===== src/uic_cfg.svh =====
// Purpose: offsets, field positions and reset values of the irq block
// Assumes: 12-bit byte address space, 32-bit data words
// Notes:   included by its bare name
`ifndef UIC_CFG_SVH
`define UIC_CFG_SVH

// ****************************************************************
// register offsets (byte addresses)
// ****************************************************************
`define UIC_OFF_MASK     12'h038
`define UIC_OFF_RAW      12'h03C
`define UIC_OFF_MIS      12'h040
`define UIC_OFF_ICR      12'h044
`define UIC_OFF_ID4      12'hFD0
`define UIC_OFF_ID5      12'hFD4
`define UIC_OFF_ID6      12'hFD8
`define UIC_OFF_ID7      12'hFDC
`define UIC_OFF_ID0      12'hFE0

// ****************************************************************
// field layout: sources 0..6 sit at bits 4..10
// ****************************************************************
`define UIC_SRC_LSB      4
`define UIC_SRC_N        7
`define UIC_BRK_IDX      5
`define UIC_MASK_RESET   7'h00
`define UIC_RAW_RESET    7'h00

// ****************************************************************
// identification values (arbitrary, neutral)
// ****************************************************************
`define UIC_IDENT4_VAL   8'h11
`define UIC_IDENT5_VAL   8'h22
`define UIC_IDENT6_VAL   8'h33
`define UIC_IDENT7_VAL   8'h44
`define UIC_IDENT0_VAL   8'h55
`define UIC_IDENT_N      5

// ****************************************************************
// bus answers
// ****************************************************************
`define UIC_RESP_OKAY    2'h0
`define UIC_RESP_SLVERR  2'h2

`endif


===== src/uic_pkg.sv =====
// Purpose: shared types of the irq clear and ident block
// Assumes: constants live in uic_cfg.svh
// Notes:   nothing here is imported; use uic_pkg::name
package uic_pkg;

  typedef enum logic [1:0] {
    RD_IDLE,
    RD_ROM,
    RD_MUX,
    RD_RESP
  } uic_rd_state_t;

  typedef logic [6:0] uic_src_t;

endpackage


===== src/uic_flag_if.sv =====
// Purpose: link between bus front end and raw flag bank
// Assumes: one clock domain
// Notes:   clearPulse is a one-cycle strobe per source
`timescale 1ns/1ps
interface uic_flag_if;
  uic_pkg::uic_src_t clearPulse;
  uic_pkg::uic_src_t rawFlag;

  modport front (output clearPulse, input rawFlag);
  modport bank  (input clearPulse, output rawFlag);
endinterface


===== src/uic_top.sv =====
// Purpose: masked status, clear, mask and ident registers over AXI4-Lite
// Assumes: source events arrive as one-cycle pulses on this clock
// Notes:   one write and one read in flight; reads take three cycles
// Functional notes
// [RL1] masked status bits 10..4, reset zero
// [RL2] masked status at 0x040, writes ignored
// [RL3] masked bit is raw AND mask, combinational
// [RL4] clear register decoded at 0x044
// [RL5] writing one clears the raw flag
// [RL6] writing zero leaves the flag alone
// [RL7] clear bits 10..4 map all seven sources
// [RL8] bit 9 clears only the break flag
// [RL9] clear bits 31:11, 3:0 reserved, untouched
// [RL10] ident words are fixed, writes ignored
// [RL11] ident 4..7 at 0xFD0..0xFDC, 0 at 0xFE0
`timescale 1ns/1ps
`include "uic_cfg.svh"
module uic_top #(
  parameter int         ADDR_W = 12,
  parameter logic [7:0] IDENT4 = `UIC_IDENT4_VAL,
  parameter logic [7:0] IDENT5 = `UIC_IDENT5_VAL,
  parameter logic [7:0] IDENT6 = `UIC_IDENT6_VAL,
  parameter logic [7:0] IDENT7 = `UIC_IDENT7_VAL,
  parameter logic [7:0] IDENT0 = `UIC_IDENT0_VAL
) (
  input  wire logic              clock,          // 20 MHz clock
  input  wire logic              reset,          // sync, active high
  input  wire logic [ADDR_W-1:0] s_axi_awaddr,   // write address
  input  wire logic              s_axi_awvalid,  // write address valid
  output logic                   s_axi_awready,  // write address ready
  input  wire logic [31:0]       s_axi_wdata,    // write data
  input  wire logic [3:0]        s_axi_wstrb,    // byte enables
  input  wire logic              s_axi_wvalid,   // write data valid
  output logic                   s_axi_wready,   // write data ready
  output logic [1:0]             s_axi_bresp,    // write response
  output logic                   s_axi_bvalid,   // write response valid
  input  wire logic              s_axi_bready,   // write response ready
  input  wire logic [ADDR_W-1:0] s_axi_araddr,   // read address
  input  wire logic              s_axi_arvalid,  // read address valid
  output logic                   s_axi_arready,  // read address ready
  output logic [31:0]            s_axi_rdata,    // read data
  output logic [1:0]             s_axi_rresp,    // read response
  output logic                   s_axi_rvalid,   // read data valid
  input  wire logic              s_axi_rready,   // read data ready
  input  wire uic_pkg::uic_src_t srcEvent,       // source event pulses
  output logic                   irq             // level interrupt
);

  if (ADDR_W < 12 || ADDR_W > 32) begin : g_bad_addr_w
    $error("uic_top: ADDR_W must lie in 12..32");
  end

  // ****************************************************************
  // internal state
  // ****************************************************************
  uic_flag_if             flags ();
  uic_pkg::uic_src_t      maskBits;
  uic_pkg::uic_src_t      maskedIrq;
  uic_pkg::uic_rd_state_t rdState;
  logic [ADDR_W-1:0]      wrAddr;
  logic [31:0]            wrData;
  logic [3:0]             wrStrb;
  logic                   awHeld;
  logic                   wHeld;
  logic                   wrFire;
  logic [ADDR_W-1:0]      rdAddr;
  logic [2:0]             romIdx;
  logic                   romHit;
  logic [31:0]            romData;
  logic [1:0]             next_bresp;
  uic_pkg::uic_src_t      wrSrcBits;

  // ****************************************************************
  // address compare on word addresses
  // ****************************************************************
  function automatic logic isAt(input logic [ADDR_W-1:0] a,
                                input logic [11:0]       off);
    isAt = (a[ADDR_W-1:2] == (ADDR_W-2)'(off[11:2]));
  endfunction

  function automatic logic [31:0] place(input uic_pkg::uic_src_t v);
    place = {21'h00_0000, v, 4'h0};
  endfunction

  // ****************************************************************
  // interrupt status and output
  // ****************************************************************
  assign maskedIrq = flags.rawFlag & maskBits; // RL3 RL1
  assign irq       = |maskedIrq;

  uic_flag_bank i_uic_flag_bank (
    .clock    (clock),
    .reset    (reset),
    .srcEvent (srcEvent),
    .flags    (flags)
  );

  // ****************************************************************
  // write channel: address and data taken in either order
  // ****************************************************************
  assign s_axi_awready = !awHeld && !s_axi_bvalid;
  assign s_axi_wready  = !wHeld && !s_axi_bvalid;
  assign wrFire        = awHeld && wHeld && !s_axi_bvalid;

  always_ff @(posedge clock) begin
    if (reset) begin
      awHeld <= 1'b0;
      wrAddr <= '0;
    end else if (s_axi_awvalid && s_axi_awready) begin
      awHeld <= 1'b1;
      wrAddr <= s_axi_awaddr;
    end else if (wrFire) begin
      awHeld <= 1'b0;
    end
  end

  always_ff @(posedge clock) begin
    if (reset) begin
      wHeld  <= 1'b0;
      wrData <= 32'h0000_0000;
      wrStrb <= 4'h0;
    end else if (s_axi_wvalid && s_axi_wready) begin
      wHeld  <= 1'b1;
      wrData <= s_axi_wdata;
      wrStrb <= s_axi_wstrb;
    end else if (wrFire) begin
      wHeld <= 1'b0;
    end
  end

  // only bits 10..4 reach the flags; bits 31:11 and 3:0 are dropped
  assign wrSrcBits = wrData[`UIC_SRC_LSB +: `UIC_SRC_N] &
                     {{3{wrStrb[1]}}, {4{wrStrb[0]}}}; // RL7 RL9

  // strobe lands one edge later in the flag bank
  assign flags.clearPulse = (wrFire && isAt(wrAddr, `UIC_OFF_ICR)) ?
                            wrSrcBits : 7'h00; // RL4 RL5 RL6 RL8

  always_comb begin
    next_bresp = `UIC_RESP_SLVERR;
    if (isAt(wrAddr, `UIC_OFF_MASK) || isAt(wrAddr, `UIC_OFF_RAW) ||
        isAt(wrAddr, `UIC_OFF_MIS)  || isAt(wrAddr, `UIC_OFF_ICR)) begin
      next_bresp = `UIC_RESP_OKAY;
    end else if (romHit) begin
      next_bresp = `UIC_RESP_OKAY;
    end
  end

  // read-only words answer OKAY but keep their value
  always_ff @(posedge clock) begin
    if (reset) begin
      maskBits <= `UIC_MASK_RESET;
    end else if (wrFire && isAt(wrAddr, `UIC_OFF_MASK)) begin
      maskBits <= (maskBits & ~{{3{wrStrb[1]}}, {4{wrStrb[0]}}}) |
                  wrSrcBits;
    end
  end

  always_ff @(posedge clock) begin
    if (reset) begin
      s_axi_bvalid <= 1'b0;
      s_axi_bresp  <= `UIC_RESP_OKAY;
    end else if (wrFire) begin
      s_axi_bvalid <= 1'b1;
      s_axi_bresp  <= next_bresp;
    end else if (s_axi_bvalid && s_axi_bready) begin
      s_axi_bvalid <= 1'b0;
    end
  end

  // romHit decodes the write address; it is unused by the read path
  always_comb begin
    romHit = isAt(wrAddr, `UIC_OFF_ID4) || isAt(wrAddr, `UIC_OFF_ID5) ||
             isAt(wrAddr, `UIC_OFF_ID6) || isAt(wrAddr, `UIC_OFF_ID7) ||
             isAt(wrAddr, `UIC_OFF_ID0);
  end

  // ****************************************************************
  // read channel: address, rom fetch, mux, answer
  // ****************************************************************
  assign s_axi_arready = (rdState == uic_pkg::RD_IDLE);

  always_ff @(posedge clock) begin
    if (reset) begin
      rdState <= uic_pkg::RD_IDLE;
      rdAddr  <= '0;
    end else begin
      unique case (rdState)
        uic_pkg::RD_IDLE: begin
          if (s_axi_arvalid) begin
            rdAddr  <= s_axi_araddr;
            rdState <= uic_pkg::RD_ROM;
          end
        end
        uic_pkg::RD_ROM: begin
          rdState <= uic_pkg::RD_MUX;
        end
        uic_pkg::RD_MUX: begin
          rdState <= uic_pkg::RD_RESP;
        end
        uic_pkg::RD_RESP: begin
          if (s_axi_rready) begin
            rdState <= uic_pkg::RD_IDLE;
          end
        end
      endcase
    end
  end

  always_comb begin
    romIdx = 3'h7;
    if (isAt(rdAddr, `UIC_OFF_ID4)) begin
      romIdx = 3'h0; // RL11
    end else if (isAt(rdAddr, `UIC_OFF_ID5)) begin
      romIdx = 3'h1;
    end else if (isAt(rdAddr, `UIC_OFF_ID6)) begin
      romIdx = 3'h2;
    end else if (isAt(rdAddr, `UIC_OFF_ID7)) begin
      romIdx = 3'h3;
    end else if (isAt(rdAddr, `UIC_OFF_ID0)) begin
      romIdx = 3'h4;
    end
  end

  uic_ident_rom #(
    .IDENT4 (IDENT4),
    .IDENT5 (IDENT5),
    .IDENT6 (IDENT6),
    .IDENT7 (IDENT7),
    .IDENT0 (IDENT0)
  ) i_uic_ident_rom (
    .clock (clock),
    .reset (reset),
    .en    (rdState == uic_pkg::RD_ROM),
    .idx   (romIdx),
    .data  (romData)
  );

  // masked value is sampled in the mux cycle, not at the address edge
  always_ff @(posedge clock) begin
    if (reset) begin
      s_axi_rdata  <= 32'h0000_0000;
      s_axi_rresp  <= `UIC_RESP_OKAY;
      s_axi_rvalid <= 1'b0;
    end else if (rdState == uic_pkg::RD_MUX) begin
      s_axi_rvalid <= 1'b1;
      s_axi_rresp  <= `UIC_RESP_OKAY;
      if (isAt(rdAddr, `UIC_OFF_MIS)) begin
        s_axi_rdata <= place(maskedIrq); // RL1 RL2
      end else if (isAt(rdAddr, `UIC_OFF_RAW)) begin
        s_axi_rdata <= place(flags.rawFlag);
      end else if (isAt(rdAddr, `UIC_OFF_MASK)) begin
        s_axi_rdata <= place(maskBits);
      end else if (isAt(rdAddr, `UIC_OFF_ICR)) begin
        s_axi_rdata <= 32'h0000_0000; // RL9
      end else if (romIdx != 3'h7) begin
        s_axi_rdata <= romData; // RL10 RL11
      end else begin
        s_axi_rdata <= 32'h0000_0000;
        s_axi_rresp <= `UIC_RESP_SLVERR;
      end
    end else if (s_axi_rvalid && s_axi_rready) begin
      s_axi_rvalid <= 1'b0;
    end
  end

  // ****************************************************************
  // checks
  // ****************************************************************
  a_mis_write_inert: assert property (@(posedge clock) disable iff (reset)
    wrFire && isAt(wrAddr, `UIC_OFF_MIS) |=>
      flags.rawFlag == ($past(flags.rawFlag) | $past(srcEvent)))
    else $error("status write changed a flag"); // RL2

  a_mis_and_mask: assert property (@(posedge clock) disable iff (reset)
    $rose(s_axi_rvalid) && isAt(rdAddr, `UIC_OFF_MIS) |->
      s_axi_rdata[10:4] == $past(flags.rawFlag & maskBits))
    else $error("status read differs from raw and mask"); // RL3

  a_mis_read_layout: assert property (@(posedge clock) disable iff (reset)
    s_axi_rvalid && isAt(rdAddr, `UIC_OFF_MIS) |->
      s_axi_rdata[3:0] == 4'h0 && s_axi_rdata[31:11] == 21'h00_0000)
    else $error("status read reserved bits set"); // RL1

  a_icr_decode: assert property (@(posedge clock) disable iff (reset)
    wrFire && isAt(wrAddr, `UIC_OFF_ICR) && wrStrb == 4'hF |->
      flags.clearPulse == wrData[10:4])
    else $error("clear strobe mismatch"); // RL4 RL7

  a_clear_only_icr: assert property (@(posedge clock) disable iff (reset)
    !(wrFire && isAt(wrAddr, `UIC_OFF_ICR)) |-> flags.clearPulse == 7'h00)
    else $error("clear strobe outside clear write"); // RL6

  a_break_only: assert property (@(posedge clock) disable iff (reset)
    wrFire && isAt(wrAddr, `UIC_OFF_ICR) && wrData[10:4] == 7'h20 &&
      wrStrb[1] |-> ##1 (flags.rawFlag & ~$past(flags.rawFlag) &
      ~$past(srcEvent)) == 7'h00 && flags.rawFlag[5] == $past(srcEvent[5])
      && ($past(flags.rawFlag) & ~flags.rawFlag & 7'h5F) == 7'h00)
    else $error("break clear touched another flag"); // RL8

  a_ident_fixed: assert property (@(posedge clock) disable iff (reset)
    s_axi_rvalid && isAt(rdAddr, `UIC_OFF_ID4) |->
      s_axi_rdata == {24'h00_0000, IDENT4})
    else $error("ident 4 read wrong"); // RL10 RL11

  a_ident0_fixed: assert property (@(posedge clock) disable iff (reset)
    s_axi_rvalid && isAt(rdAddr, `UIC_OFF_ID0) |->
      s_axi_rdata == {24'h00_0000, IDENT0} && s_axi_rresp == 2'h0)
    else $error("ident 0 read wrong"); // RL11

  a_read_latency: assert property (@(posedge clock) disable iff (reset)
    s_axi_arvalid && s_axi_arready |-> !s_axi_rvalid ##3 s_axi_rvalid)
    else $error("read answer not in three cycles");

  a_write_answer: assert property (@(posedge clock) disable iff (reset)
    s_axi_awvalid && s_axi_awready && s_axi_wvalid && s_axi_wready |=>
      !s_axi_bvalid ##1 s_axi_bvalid)
    else $error("write answer not two edges after take");

  a_ready_held: assert property (@(posedge clock) disable iff (reset)
    s_axi_bvalid |-> !s_axi_awready && !s_axi_wready)
    else $error("write beat accepted while answer pending");

  a_icr_read_zero: assert property (@(posedge clock) disable iff (reset)
    s_axi_rvalid && isAt(rdAddr, `UIC_OFF_ICR) |-> s_axi_rdata == 32'h0)
    else $error("clear register read not zero"); // RL9

  a_ident_write_ok: assert property (@(posedge clock) disable iff (reset)
    wrFire && romHit |=> s_axi_bresp == `UIC_RESP_OKAY)
    else $error("ident write not answered okay"); // RL10

  a_read_unmapped: assert property (@(posedge clock) disable iff (reset)
    s_axi_rvalid && isAt(rdAddr, 12'hFE4) |-> s_axi_rresp == 2'h2)
    else $error("unmapped read not refused");

  a_reset_clear: assert property (@(posedge clock)
    $past(reset) |-> maskedIrq == 7'h00 && !irq)
    else $error("status not zero after reset"); // RL1

endmodule


===== src/uic_flag_bank.sv =====
// Purpose: sticky raw interrupt flags, set by events, cleared by strobe
// Assumes: events come from logic on the same clock
// Notes:   set beats clear in the same cycle
`timescale 1ns/1ps
`include "uic_cfg.svh"
module uic_flag_bank (
  input  wire logic              clock,     // peripheral clock
  input  wire logic              reset,     // sync, active high
  input  wire uic_pkg::uic_src_t srcEvent,  // one-cycle source events
  uic_flag_if.bank               flags      // clear in, raw out
);

  // ****************************************************************
  // one sticky flag per source
  // ****************************************************************
  genvar i;
  generate
    for (i = 0; i < `UIC_SRC_N; i++) begin : g_flag
      always_ff @(posedge clock) begin
        if (reset) begin
          flags.rawFlag[i] <= 1'b0;
        end else if (srcEvent[i]) begin
          flags.rawFlag[i] <= 1'b1;
        end else if (flags.clearPulse[i]) begin
          flags.rawFlag[i] <= 1'b0; // RL5 RL6
        end
      end
    end
  endgenerate

  a_clear_drops_flag: assert property (@(posedge clock) disable iff (reset)
    |(flags.clearPulse & ~srcEvent) |=>
      (flags.rawFlag & $past(flags.clearPulse & ~srcEvent)) == 7'h00)
    else $error("cleared flag still set"); // RL5
  a_zero_keeps_flag: assert property (@(posedge clock) disable iff (reset)
    1'b1 |=> (($past(flags.rawFlag) & ~$past(flags.clearPulse))
      & ~flags.rawFlag) == 7'h00)
    else $error("flag lost without clear"); // RL6
  a_event_sets_flag: assert property (@(posedge clock) disable iff (reset)
    |srcEvent |=> (flags.rawFlag & $past(srcEvent)) == $past(srcEvent))
    else $error("event did not set flag");

endmodule


===== src/uic_ident_rom.sv =====
// Purpose: hard-coded identification words, registered read port
// Assumes: index valid only when en is high
// Notes:   contents fixed at elaboration, writes cannot reach it
`timescale 1ns/1ps
`include "uic_cfg.svh"
module uic_ident_rom #(
  parameter logic [7:0] IDENT4 = `UIC_IDENT4_VAL,
  parameter logic [7:0] IDENT5 = `UIC_IDENT5_VAL,
  parameter logic [7:0] IDENT6 = `UIC_IDENT6_VAL,
  parameter logic [7:0] IDENT7 = `UIC_IDENT7_VAL,
  parameter logic [7:0] IDENT0 = `UIC_IDENT0_VAL
) (
  input  wire logic        clock,    // peripheral clock
  input  wire logic        reset,    // sync, active high
  input  wire logic        en,       // read enable
  input  wire logic [2:0]  idx,      // 0..4 = ident 4,5,6,7,0
  output logic      [31:0] data      // registered word
);

  always_ff @(posedge clock) begin
    if (reset) begin
      data <= 32'h0000_0000;
    end else if (en) begin
      unique case (idx)
        3'h0:    data <= {24'h00_0000, IDENT4}; // RL10
        3'h1:    data <= {24'h00_0000, IDENT5};
        3'h2:    data <= {24'h00_0000, IDENT6};
        3'h3:    data <= {24'h00_0000, IDENT7};
        3'h4:    data <= {24'h00_0000, IDENT0};
        default: data <= 32'h0000_0000;
      endcase
    end
  end

endmodule


===== config.mk =====
export PLATFORM = sky130hd
export DESIGN_NAME = uic_top
export DESIGN_NICKNAME = d
export VERILOG_FILES = /design/src/uic_pkg.sv /design/src/uic_flag_if.sv /design/src/uic_top.sv /design/src/uic_flag_bank.sv /design/src/uic_ident_rom.sv
export VERILOG_INCLUDE_DIRS = /design/src
export SDC_FILE = /design/constraint.sdc
export NUM_CORES = 1
export LEC_CHECK = 0
export ABC_AREA = 1
export ABC_CLOCK_PERIOD_IN_PS = 2740
export BUFFER_PORTS_ARGS = -buffer_cell sky130_fd_sc_hd__clkbuf_2
export CORE_AREA = 4 4 105 147
export CTS_CLUSTER_SIZE = 24
export DETAILED_ROUTE_END_ITERATION = 10
export DIE_AREA = 0 0 109 151
export PLACE_DENSITY = 0.52
export REMOVE_ABC_BUFFERS = 1
export SLEW_MARGIN = 20
export SYNTH_ARGS = -nofsm -noshare
export SYNTH_HDL_FRONTEND = slang
export SYNTH_HIERARCHICAL = 1
export SYNTH_SLANG_ARGS = --single-unit

===== constraint.sdc =====
create_clock -name clock -period 2.74 [get_ports clock]
set_clock_uncertainty 0.05 [all_clocks]
set_input_delay 0.548 -clock clock [delete_from_list [all_inputs] [get_ports clock]]
set_output_delay 0.548 -clock clock [all_outputs]
set_load 0.005 [all_outputs]

==> out/results.tsv <==
stage	metric	value	unit
placed_design	PortBufs	82	
power_and_ir_drop	Comb pwr share	0.212	
logic_synthesis	Most used DFF post-synth	dfxtp_1	
floorplanning	Die Area	16500	sq um
floorplanning	row count	52	
power_and_ir_drop	Pwr Density	731	nW/um^2
timing	fmax	0.488	GHz
logic_synthesis	Area contributors post-synth	dfxtp_1 41%, nand2_1 12%, inv_1 8.7%, a21oi_1 7.9%, nor2_1 7.2%	
route	Vias/cell	4.16	
route	Pre-antenna DRT Iters	4	
floorplanning	core outline area	14200	sq um
clocking	Clk pin slew, worst setup/hold paths	70	ps
logic_synthesis	synthesized flop and latch total	86	
power_and_ir_drop	register share of total power	0.404	
clocking	CTS Sinks	86	
timing	period utilisation layout	0.748	
logic_synthesis	Post-synth ARST share	0	
logic_synthesis	post-synth top area share	0.410	
critical_path	Critical Path Fanout Max	3	
floorplanning	Die H	151	um
route	Post-Route WL	9420	um
timing	setup TNS	0	ps
global_routing	vias in the first global route	3466	
clocking	CTS tree	yes	
global_routing	first-pass GRT wire length	15800	um
cells_and_area	design area	4960	sq um
power_and_ir_drop	Pint	2510	uW
clocking	Post-CTS Hold Fix Bufs	0	
logic_synthesis	Mapped Cells	625	
outcome	status	finished, final reports clean	
route	vias	3691	
critical_path	crit path launch type	flop	
critical_path	Arr. time, crit path	1450	ps
power_and_ir_drop	Sw Share	0.307	
timing	Tmin final	2050	ps
clocking	cts bufs inserted	9	
placed_design	detailed placer's ending HPWL	7040	um
floorplanning	Initial Util	0.295	
critical_path	CP Class	flop to primary output	
timing	RSZ-0062 raised after global routing	no	
route	DRT antenna net count	0	
route	Wirelength per Cell	10.6	um
timing	Slew Limit Headroom	0.442	
logic_synthesis	EDFF count, synth	0	
logic_synthesis	Mapped Area	4200	sq um
power_and_ir_drop	static leakage	0.00223	uW
cells_and_area	share of layout cells above drive strength 1	0.162	
global_routing	Overflow after GRT	0	
cells_and_area	Layout fillers	1598	
clocking	CTS max path bufs	2	
hold_path	Worst Hold Class	primary input to flop	
route	drt initial violations	118	
critical_path	Worst Path Required	2140	ps
hold_path	WHS Path Cells	3	
placed_design	GP Congestion	0.793	
global_routing	largest net degree at the start of global routing	52	
clocking	Resized Gates After CTS	0	
timing	Slew @ Worst Pin	836	ps
logic_synthesis	largest area contributor in the netlist	dfxtp_1	
critical_path	worst reg2reg path depth	8	
power_and_ir_drop	total power	3630	uW
logic_synthesis	syn avg cell area	6.71	sq um
job	max-cap violations	0	
power_and_ir_drop	VDD IR-drop max	0.284	mV
route	Residual DRC	0	
floorplanning	Die X	109	um
cells_and_area	Area Overhead vs Synth	18.2	%
logic_synthesis	number of synthesis warnings	6	
power_and_ir_drop	clock power share	0.384	
clocking	post-CTS setup buffer count	0	
global_routing	Total GRT Usage	0.120	
global_routing	initial antenna violation count	0	
floorplanning	I/O pin count	116	
timing	Fin. Hold Viols	0	
cells_and_area	Final #Nets	773	
timing	final setup fails	0	
clocking	clk root buf	clkbuf_16	
placed_design	placed inst area	4630	sq um
logic_synthesis	sequential share of the synthesized area	0.410	
timing	hold slack final	379	ps
logic_synthesis	post-synth cell types	27	
power_and_ir_drop	sw power	1110	uW
timing	Slew Limit Fails	0	
clocking	htree depth	3	
cells_and_area	number of diodes	0	
clocking	Worst-Skew Late Latency	340	ps
critical_path	Worst setup EP type	primary output	
-- cell usage in the layout, fill, tap and decap left out, types with 2 or more instances in the layout --
cell and count:
bufinv_16 3, nor3_2 2, o21ai_0 44, conb_1 28, dfxtp_1 86, ha_1 4
inv_2 2, clkbuf_2 82, nand3_1 32, nor4_1 2, clkbuf_16 9, nor2_1 80
a211oi_1 5, nor3_1 2, a21oi_1 66, nor2_2 6, buf_4 3, nand4_1 6
nand2_1 130, inv_1 97
-- worst max-delay path, stage by stage (launching register included) --
cell,delay [ps]
dfxtp_1,340
nand2_1,70
inv_1,50
nor4_1,350
nand4_1,150
clkbuf_2,160
-- cell usage after synthesis, types with 2 or more instances --
| master | n |
|---|---|
| a211oi_1 | 5 |
| a21oi_1 | 66 |
| buf_2 | 3 |
| buf_4 | 33 |
| buf_6 | 2 |
| clkbuf_1 | 14 |
| conb_1 | 2 |
| dfxtp_1 | 86 |
| ha_1 | 4 |
| inv_1 | 97 |
| inv_2 | 2 |
| nand2_1 | 130 |
| nand3_1 | 32 |
| nand4_1 | 6 |
| nor2_1 | 80 |
| nor2_2 | 6 |
| nor3_1 | 2 |
| nor3_2 | 2 |
| nor4_1 | 2 |
| o21ai_0 | 44 |
-- area by class of cell --
cell class	count	area, sq um	area share
clock buffer	10	229	0.0461
clock inverter	5	108	0.0217
inverter	100	375	0.0756
multi-input combinational	413	1860	0.375
sequential	86	1720	0.347
tap	189	236	0.0477
timing repair buffer	85	433	0.0872
-- worst paths after layout --
| path | from | endpoint | slack (ps) |
|---|---|---|---|
| min reg2reg | s_axi_rdata[8]$_SDFFE_PP0P_ | s_axi_rdata[8]$_SDFFE_PP0P_ | 410 |
| max | i_uic_flag_bank/flags.rawFlag[0]$_SDFFE_PP0P_ | irq | 690 |
| max reg2reg | rdAddr[2]$_SDFFE_PP0P_ | s_axi_rresp[1]$_SDFFE_PP0P_ | 1040 |
| min | srcEvent[1] | i_uic_flag_bank/flags.rawFlag[1]$_SDFFE_PP0P_ | 380 |
-- through the flow --
stage	util	instances	setup slack, ps
2_1_floorplan	-	599	1110
3_3_place_gp	0.325	873	883
3_5_place_dp	0.325	873	866
4_1_cts	0.348	888	653
5_1_grt	0.348	888	627
6_report	0.348	888	689
-- metal layers --
metal / share of wire / up-vias / GRT usage
li1: - / 2031 / -
met1: 0.44 / 1583 / 0.137
met2: 0.50 / 68 / 0.217
met3: 0.047 / 9 / 0.0281
met4: 0.012 / 0 / 0.0404
met5: 0 / - / 0
-- flip-flops by register name, indices dropped and copies added, names as in the netlist, named ones only --
signal	cells
i_uic_flag_bank/flags.rawFlag	7
s_axi_rvalid	1
rdAddr	10
wrStrb	2
wrData	7
s_axi_rresp	1
wHeld	1
s_axi_bvalid	1
wrAddr	10
i_uic_ident_rom/data	3
s_axi_bresp	1
rdState	2
s_axi_rdata	32
awHeld	1
-- cell families (layout without fill, tap and decap cells) --
kind of cell | Yosys count | in the layout | synth area share
buffers and inverters | 152 | 200 | 0.170
and+or+nand+nor | 264 | 264 | 0.262
DFF | 86 | 86 | 0.410
AOI/OAI and AO/OA | 117 | 117 | 0.144
adders and majority gates | 4 | 4 | 0.0119
other | 2 | 28 | 0.00179
-- power groups by stage --
| stage | clock [uW] | combinational, uW | sequential (uW) |
|---|---|---|---|
| 2_1_floorplan | 0 | 545 | 1470 |
| 3_3_place_gp | 0 | 785 | 1490 |
| 3_5_place_dp | 0 | 786 | 1500 |
| 4_1_cts | 1430 | 789 | 1470 |
| 5_1_grt | 1480 | 902 | 1480 |
| 6_report | 1390 | 769 | 1470 |
Power figures use the tool's default switching activity.
